$ cat src/design/lmr_pkg.sv
// Package with register map, field layouts and shared types of the result bank.
// Operation
// - L apparent power: bit15 zero, milli units
// - N current rms: unsigned 16-bit, milliamperes
// - N active power: two's complement, milli kW
// - N reactive power: two's complement, milli kvar
// - N power factor: sign-magnitude, thousandths
// - N apparent power: bit15 zero, milli units
// - All result registers ignore host writes
package lmr_pkg;

    localparam int DATA_W = 16;
    localparam int ADDR_W = 8;

    // Register addresses in the host address space.
    localparam logic [ADDR_W-1:0] ADDR_L_APPARENT = 8'h4F;
    localparam logic [ADDR_W-1:0] ADDR_N_CURRENT = 8'h68;
    localparam logic [ADDR_W-1:0] ADDR_N_ACTIVE = 8'h6A;
    localparam logic [ADDR_W-1:0] ADDR_N_REACTIVE = 8'h6B;
    localparam logic [ADDR_W-1:0] ADDR_N_PFACTOR = 8'h6D;
    localparam logic [ADDR_W-1:0] ADDR_N_ANGLE = 8'h6E;
    localparam logic [ADDR_W-1:0] ADDR_N_APPARENT = 8'h6F;

    // Field layout and limits.
    localparam int SIGN_BIT = 15;
    localparam logic [DATA_W-1:0] ZERO_WORD = 16'h0000;
    localparam logic [DATA_W-1:0] POS_MAX = 16'h7FFF;
    localparam logic [DATA_W-2:0] PF_MAG_MAX = 15'h03E8;
    localparam logic [DATA_W-2:0] ANGLE_MAG_MAX = 15'h0708;

    // Indices of the results inside the bank.
    localparam int NUM_RES = 7;
    localparam logic [2:0] IDX_L_APPARENT = 3'h0;
    localparam logic [2:0] IDX_N_CURRENT = 3'h1;
    localparam logic [2:0] IDX_N_ACTIVE = 3'h2;
    localparam logic [2:0] IDX_N_REACTIVE = 3'h3;
    localparam logic [2:0] IDX_N_PFACTOR = 3'h4;
    localparam logic [2:0] IDX_N_ANGLE = 3'h5;
    localparam logic [2:0] IDX_N_APPARENT = 3'h6;

    // One result delivered by the metering computation.
    typedef struct packed {
        logic valid;
        logic [2:0] index;
        logic [DATA_W-1:0] value;
    } lmr_update_s;

    // One host register access.
    typedef struct packed {
        logic read;
        logic write;
        logic [ADDR_W-1:0] addr;
        logic [DATA_W-1:0] wdata;
    } lmr_access_s;

    // Answer to a host read.
    typedef struct packed {
        logic valid;
        logic hit;
        logic [DATA_W-1:0] data;
    } lmr_answer_s;

endpackage : lmr_pkg

$ cat src/design/lmr_format.sv
// Formatter that forces each computed result into its documented encoding.
module lmr_format
    import lmr_pkg::*;
(
    // Raw result.
    input wire logic [2:0] index,
    input wire logic [DATA_W-1:0] rawValue,
    // Encoded result.
    output logic [DATA_W-1:0] fmtValue
);

    // Clamp a sign-magnitude word to a magnitude limit; minus zero reads as zero.
    function automatic logic [DATA_W-1:0] clampSm(input logic [DATA_W-1:0] v,
                                                  input logic [DATA_W-2:0] lim);
        logic [DATA_W-2:0] mag;
        mag = (v[DATA_W-2:0] > lim) ? lim : v[DATA_W-2:0];
        clampSm = (mag == '0) ? ZERO_WORD : {v[SIGN_BIT], mag};
    endfunction : clampSm

    // Apply the per-register encoding.
    always_comb
    begin
        fmtValue = rawValue;
        unique case (index)
            IDX_L_APPARENT: fmtValue = rawValue & POS_MAX;
            IDX_N_APPARENT: fmtValue = rawValue & POS_MAX;
            IDX_N_PFACTOR: fmtValue = clampSm(rawValue, PF_MAG_MAX);
            IDX_N_ANGLE: fmtValue = clampSm(rawValue, ANGLE_MAG_MAX);
            default: fmtValue = rawValue;
        endcase
    end

endmodule : lmr_format

$ cat src/design/lmr_result_bank.sv
// Read-only bank of L and N line measurement results with host read port.
module lmr_result_bank
    import lmr_pkg::*;
(
    // Clock and reset.
    input wire logic core_clk,
    input wire logic rst,
    // Results from the metering computation.
    input wire lmr_update_s update,
    // Host access, already decoded from the serial port.
    input wire lmr_access_s access,
    // Answer to the host.
    output lmr_answer_s answer
);

    // Whole state of the bank.
    typedef struct packed {
        logic [NUM_RES-1:0][DATA_W-1:0] res;
        lmr_answer_s ans;
    } lmr_state_s;

    lmr_state_s state_q;
    lmr_state_s state_d;
    logic [DATA_W-1:0] fmtValue;

    // Map an address to its bank index; hit low for unmapped addresses.
    function automatic logic [3:0] decodeAddr(input logic [ADDR_W-1:0] a);
        unique case (a)
            ADDR_L_APPARENT: decodeAddr = {1'b1, IDX_L_APPARENT};
            ADDR_N_CURRENT: decodeAddr = {1'b1, IDX_N_CURRENT};
            ADDR_N_ACTIVE: decodeAddr = {1'b1, IDX_N_ACTIVE};
            ADDR_N_REACTIVE: decodeAddr = {1'b1, IDX_N_REACTIVE};
            ADDR_N_PFACTOR: decodeAddr = {1'b1, IDX_N_PFACTOR};
            ADDR_N_ANGLE: decodeAddr = {1'b1, IDX_N_ANGLE};
            ADDR_N_APPARENT: decodeAddr = {1'b1, IDX_N_APPARENT};
            default: decodeAddr = 4'h0;
        endcase
    endfunction : decodeAddr

    // Encoding of the incoming result.
    lmr_format u_format (
        .index(update.index),
        .rawValue(update.value),
        .fmtValue(fmtValue)
    );

    // Next-state logic: results stored, reads answered, writes ignored.
    always_comb
    begin
        logic [3:0] dec;
        dec = decodeAddr(access.addr);
        state_d = state_q;
        if (update.valid && (update.index < 3'(NUM_RES)))
        begin
            state_d.res[update.index] = fmtValue;
        end
        // Reads return stored value, no clearing.
        state_d.ans.valid = access.read;
        state_d.ans.hit = access.read && dec[3];
        state_d.ans.data = (access.read && dec[3]) ? state_q.res[dec[2:0]] : ZERO_WORD;
    end

    // State register.
    always_ff @(posedge core_clk or posedge rst)
    begin
        if (rst)
        begin
            state_q <= '0;
        end
        else
        begin
            state_q <= state_d;
        end
    end

    assign answer = state_q.ans;

    // Assertions.
    logic [3:0] decNow;
    assign decNow = decodeAddr(access.addr);

    a_write_no_effect: assert property (@(posedge core_clk) disable iff (rst)
        (access.write && !update.valid) |=> (state_q.res == $past(state_q.res)))
        else $error("Host write changed a result.");
    a_read_no_clear: assert property (@(posedge core_clk) disable iff (rst)
        (access.read && !update.valid) |=> (state_q.res == $past(state_q.res)))
        else $error("Read disturbed the results.");
    a_read_data: assert property (@(posedge core_clk) disable iff (rst)
        (access.read && decNow[3]) |=> (answer.valid && answer.hit
            && answer.data == $past(state_q.res[decNow[2:0]])))
        else $error("Read returned wrong data.");
    a_unmapped_zero: assert property (@(posedge core_clk) disable iff (rst)
        (access.read && !decNow[3]) |=> (!answer.hit && answer.data == ZERO_WORD))
        else $error("Unmapped read not zero.");
    a_lapp_sign: assert property (@(posedge core_clk) disable iff (rst)
        !state_q.res[IDX_L_APPARENT][SIGN_BIT])
        else $error("L apparent power negative.");
    a_napp_sign: assert property (@(posedge core_clk) disable iff (rst)
        !state_q.res[IDX_N_APPARENT][SIGN_BIT])
        else $error("N apparent power negative.");
    a_pf_range: assert property (@(posedge core_clk) disable iff (rst)
        state_q.res[IDX_N_PFACTOR][DATA_W-2:0] <= PF_MAG_MAX)
        else $error("Power factor over unity.");
    a_angle_range: assert property (@(posedge core_clk) disable iff (rst)
        state_q.res[IDX_N_ANGLE][DATA_W-2:0] <= ANGLE_MAG_MAX)
        else $error("Phase angle over limit.");
    a_current_store: assert property (@(posedge core_clk) disable iff (rst)
        (update.valid && update.index == IDX_N_CURRENT)
            |=> state_q.res[IDX_N_CURRENT] == $past(update.value))
        else $error("Current rms not stored as is.");
    a_active_store: assert property (@(posedge core_clk) disable iff (rst)
        (update.valid && update.index == IDX_N_ACTIVE)
            |=> state_q.res[IDX_N_ACTIVE] == $past(update.value))
        else $error("Active power not stored as is.");
    a_reactive_store: assert property (@(posedge core_clk) disable iff (rst)
        (update.valid && update.index == IDX_N_REACTIVE)
            |=> state_q.res[IDX_N_REACTIVE] == $past(update.value))
        else $error("Reactive power not stored as is.");

    c_read_hit: cover property (@(posedge core_clk) disable iff (rst)
        access.read && decNow[3]);
    c_write_try: cover property (@(posedge core_clk) disable iff (rst)
        access.write && decNow[3]);
    c_neg_pf: cover property (@(posedge core_clk) disable iff (rst)
        state_q.res[IDX_N_PFACTOR][SIGN_BIT]);

endmodule : lmr_result_bank

$ cat config.mk
export PLATFORM = sky130hd
export DESIGN_NAME = lmr_result_bank
export DESIGN_NICKNAME = d
export VERILOG_FILES = /design/src/design/lmr_pkg.sv /design/src/design/lmr_format.sv /design/src/design/lmr_result_bank.sv
export SDC_FILE = /design/constraint.sdc
export NUM_CORES = 1
export LEC_CHECK = 0
export ABC_AREA = 1
export BUFFER_PORTS_ARGS = -buffer_cell sky130_fd_sc_hd__buf_2
export CORE_MARGIN = 2
export CORE_UTILIZATION = 25
export DETAILED_ROUTE_END_ITERATION = 6
export GPL_TIMING_DRIVEN = 0
export PLACE_DENSITY = 0.45
export SYNTH_ARGS = -nofsm -noshare
export SYNTH_HDL_FRONTEND = slang
export SYNTH_HIERARCHICAL = 1
export SYNTH_SLANG_ARGS = --single-unit
$ cat constraint.sdc
create_clock -name core_clk -period 10.9 [get_ports core_clk]
set_clock_uncertainty 0.15 [all_clocks]
set_input_delay 1.635 -clock core_clk [delete_from_list [all_inputs] [get_ports core_clk]]
set_output_delay 1.635 -clock core_clk [all_outputs]
set_load 0.03 [all_outputs]
### Yosys cells after proc, flatten, opt, wreduce, memory -nomap -nowiden

Index checks and enable logic that the tools add are counted.

| cells by class | value |
|---|---|
| equal/unequal tests | 10 |
| muxes and demuxes | 12 |
| reduce and logical (&&, ||, !) cells | 7 |
| $lt $le $gt $ge | 6 |

Operator list:

| cell | count |
|---|---|
| $bwmux W112 | 1 |
| $mux W16 | 5 |
| $eq A8 B7 Y1 const B | 7 |
| $bmux W16 S3 | 1 |
| $demux W16 S3 | 1 |
| $pmux W16 S3 | 1 |
| $logic_not A15 Y1 | 2 |
| $mux W15 | 2 |
| $pmux W4 S7 | 1 |
| $gt A15 B10 Y1 const B | 1 |
| $gt A15 B11 Y1 const B | 1 |
| $eq A3 B3 Y1 const B | 3 |
| $lt A3 B4 Y1 const B | 2 |
| $ge A3 B1 Y1 const B | 1 |
| $logic_and A1 B1 Y1 | 3 |
| $logic_not A3 Y1 | 1 |
| $lt A3 B3 Y1 const B | 1 |
| $reduce_or A2 Y1 | 1 |

| storage, ports and cells | value |
|---|---|
| logic and storage cells | 45 |
| output and inout bits | 18 |
| bits of input ports | 48 |
| register bits after elaboration | 130 |

### Logic depth before layout (Yosys ltp)

| logic depth | value |
|---|---|
| word-level depth | 6 |
| gate-level depth with buffers | 12 |
| gate-level depth less buffers | 11 |

### Cells and area by module

The synthesis kept the hierarchy.

By module, submodules not included:

| module | cells an instance | instances | sequential area each (µm²) | area each (µm²) |
|---|---|---|---|---|
| lmr_result_bank | 821 | 1 | 3,253.1 | 6,336.1 |
| lmr_format | 118 | 1 | 0.0 | 578.1 |

### Worst setup path after synthesis

No wires, ideal clock.

| timing path | value |
|---|---|
| kind | input-to-reg |
| start point | input access[23] (netlist name) |
| end point | register state_q, in the netlist answer[0] |
| cell stages on the path | 12 |
| data required time | 10,633 ps |
| setup slack | 7,907 ps |
| path buffers | 2 |
| data arrival time | 2,726 ps |
| library setup time | 117 ps |
| cell sequence | inv_2 > nand2_2 > nor2_4 > nand2_1 > nand3_2 > buf_6 > buf_6 > nand2_1 > nand3_1 > nand2_1 > nor2_1 > nor2_1 |

RTL lines:

| what | line | RTL |
|---|---|---|
| start: declaration | lmr_result_bank.sv:11 | `input wire lmr_access_s access,` |
| end signal: assignment | lmr_result_bank.sv:72 | `state_q <= state_d;` |
| end: declaration | lmr_result_bank.sv:22 | `lmr_state_s state_q;` |

==> results_tabular.tex <==
\begin{tabular}{lr}
\hline
Metric & Value \\
\hline
\multicolumn{2}{l}{\textbf{Synth}} \\
Post-synth design cell area & 0.00691 sq mm \\
Area leader, netlist & dfrtp\_1 \\
Yosys cell types & 26 \\
Synthesized instance count & 939 \\
Post-Synthesis Mean Instance Area & 7.36 sq um \\
Number of synthesized register bits & 130 \\
Area share of the largest cell type after synthesis & 47.1\% \\
Fraction of the yosys area taken by sequential cells & 47.1\% \\
Count of yosys warnings during synthesis & 6 \\
Dominant cells by area after synthesis & dfrtp\_1 (47\%), nand2\_1 (14\%), o21ai\_0 (8.4\%), inv\_1 (7.3\%), nand3\_1 (4.6\%) \\
Post-synthesis net count & 987 \\
\multicolumn{2}{l}{\textbf{Timing}} \\
Number of endpoints failing setup at the final stage & 0 \\
Sum of negative setup slack & 0 ns \\
Shortest period the worst path allows & 3.22 ns \\
Final worst-path cycle share & 29.5\% \\
Crit path setup slack, layout & 7.68 ns \\
Final Max Slew Viols & 0 \\
RSZ-0062 raised after global routing & false \\
Fmax & 311 MHz \\
Transition time of the tightest slew-check pin & 0.674 ns \\
Max-slew headroom & 55.1\% \\
Hold Violations, Final & 0 \\
\multicolumn{2}{l}{\textbf{Clock tree}} \\
Reg clk slew, reported paths & 0.06 ns \\
Post-CTS Hold Buffers & 0 \\
Root Buffer & clkbuf\_16 \\
Clk sink count & 130 \\
Max Buffers Root-to-Sink & 2 \\
H-Tree Level Count & 4 \\
Post-CTS Repair Setup Buffers & 0 \\
Number of buffers inserted during clock tree synthesis & 17 \\
Clk Latency, worst-skew pair & 0.42 ns \\
TritonCTS clock tree & yes \\
Quantity of gates resized following cts & 0 \\
\multicolumn{2}{l}{\textbf{Power and ir drop}} \\
Leakage power total & 4.17 nW \\
Total power consumption of the routed design & 1.37 mW \\
Worst IR Drop VDD & 90.4 uV \\
Pwr dens & 168 mW/mm\^{}2 \\
\multicolumn{2}{l}{\textbf{Setup path}} \\
Type of element launching the critical path & primary input \\
Crit-path max FO & 10 \\
WS Path Type & primary input to flip-flop \\
Data arrival, critical path & 3.37 ns \\
Worst endpoint required time & 11.05 ns \\
Nature of the critical path endpoint & flip-flop \\
\multicolumn{2}{l}{\textbf{Drt}} \\
Antenna violation net count after detailed routing & 0 \\
First-iteration detailed-routing DRC count & 352 \\
Total wire length after detailed routing & 21.9 mm \\
Avg Vias per Cell & 4.44 \\
Pre-antenna DRT Iters & 4 \\
Via Count & 6043 \\
Avg WL per Cell & 16.1 um \\
DRC violations left & 0 \\
\multicolumn{2}{l}{\textbf{Floorplanning}} \\
Die Area & 0.0290 sq mm \\
Height of the die & 170 um \\
Initial cell density of the core & 25.6\% \\
Core region area & 0.0270 sq mm \\
Count of pins on the block boundary & 66 \\
Number of rows created at floorplan & 60 \\
Die span in x & 170 um \\
\multicolumn{2}{l}{\textbf{Worst hold path}} \\
Hold crit path type & flip-flop to flip-flop \\
\multicolumn{2}{l}{\textbf{Global routing}} \\
Largest net degree at the start of global routing & 70 \\
Number of antenna violations at the first check in global routing & 0 \\
Global-route wire length before repair & 34.8 mm \\
Vias in the first global route & 5964 \\
Gr usage total & 16.0\% \\
GRT overflow & 0 \\
\multicolumn{2}{l}{\textbf{Status}} \\
Result of the run & completed \\
\multicolumn{2}{l}{\textbf{Placed design}} \\
Post-DP HPWL & 15.4 mm \\
Setup Slack @ Placement & 7.22 ns \\
Placed cell area & 0.00761 sq mm \\
Count of buffers inserted at the top-level ports & 48 \\
Final weighted congestion in routability-driven placement & 0.789 \\
\multicolumn{2}{l}{\textbf{Layout}} \\
\# diodes & 0 \\
Final \#Nets & 1055 \\
Layout cell share with drive strength beyond 1 & 13.7\% \\
Layout overhead on the synthesized area & 18.4\% \\
Area taken by flip-flops and latches & 0.00325 sq mm \\
Final design instance area without fill & 0.00819 sq mm \\
Count of fill cells added during filler insertion & 3022 \\
Multi-input gate area & 0.00274 sq mm \\
Commonest cells after routing, fill and taps aside & nand2\_1 (262), inv\_1 (133), dfrtp\_1 (130) \\
Most common cell after layout, fill and taps aside & nand2\_1 \\
\multicolumn{2}{l}{\textbf{Run}} \\
Max cap viols & 0 \\
\hline
\end{tabular}
[final timing paths]
kind | start | cells after the start | end | slack, ns
min | state_q[40]$_DFFE_PP0P_ | 2 | state_q[40]$_DFFE_PP0P_ | 0.33
min reg2reg | state_q[40]$_DFFE_PP0P_ | 2 | state_q[40]$_DFFE_PP0P_ | 0.33
max reg2reg | state_q[88]$_DFFE_PP0P_ | 6 | answer[6]$_DFF_PP0_ | 9.59
max | access[23] | 13 | answer[6]$_DFF_PP0_ | 7.68
max in group asynchronous | rst | 3 | state_q[55]$_DFFE_PP0P_ | 8.69
min in group asynchronous | rst | 2 | state_q[104]$_DFFE_PP0P_ | 1.15
[worst max-delay path: stages]
cell,delay (ns)
buf_2,0.10
inv_2,0.04
nand2_2,0.06
nor2_4,0.18
nand2_1,0.26
nand3_2,0.20
buf_6,0.18
buf_6,0.17
nand2_1,0.06
nand3_1,0.10
nand2_1,0.10
nor2_1,0.18
nor2_1,0.08
[report_power, final]
group	internal (mW)	leakage [nW]	total, mW	switching [mW]
Sequential	0.564	1.68	0.606	0.0424
Clock	0.331	0.263	0.553	0.222
Combinational	0.0774	2.23	0.215	0.137
[logic make-up (layout without fill, tap and decap cells)]
family                 after synthesis  count (layout)  share of synthesized area [%]
AO/OA/AOI/OAI                      142             142                           10.7
buffers and inverters              208             288                           13.4
AND/OR/NAND/NOR                    459             459                           28.9
flip-flops                         130             130                           47.1
[per-layer routing]
metal	track usage [%]	share of wire (%)
met1	23.0	50
met2	24.9	45
met3	2.30	3.0
met4	5.05	1.7
met5	0	0
[metrics by stage]
stage	cells	hold slack (ns)	util [%]
after detailed placement	1329	0.323	28.2
final	1360	0.331	30.3
after global routing	1360	0.352	30.3
after floorplan	939	0.303	-
after global placement	1328	0.315	28.1
after CTS	1360	0.338	30.3
[area by class of cell]
type	count	share of cell area, %
plain buffers	66	4.77
clock buffers	20	5.70
clock inverters	11	1.30
inverters	142	6.57
multi-input cells	601	33.4
flip-flops and latches	130	39.7
well taps	341	5.21
repair buffers	49	3.27
[synthesized netlist by cell type, drive strengths merged]
| master | instances |
|---|---|
| o2111ai | 1 |
| o21a | 1 |
| o211ai | 2 |
| o21ai | 134 |
| nand4 | 43 |
| dfrtp | 130 |
| nand2 | 268 |
| nor3 | 3 |
| nor2 | 79 |
| inv | 142 |
| clkbuf | 34 |
| nand3 | 66 |
| a21oi | 3 |
| a21boi | 1 |
| buf | 32 |
[registers in the layout, indices dropped and copies added, names as in the netlist]
register / cells
state_q: 112
answer: 18
Power figures use the tool's default switching activity.
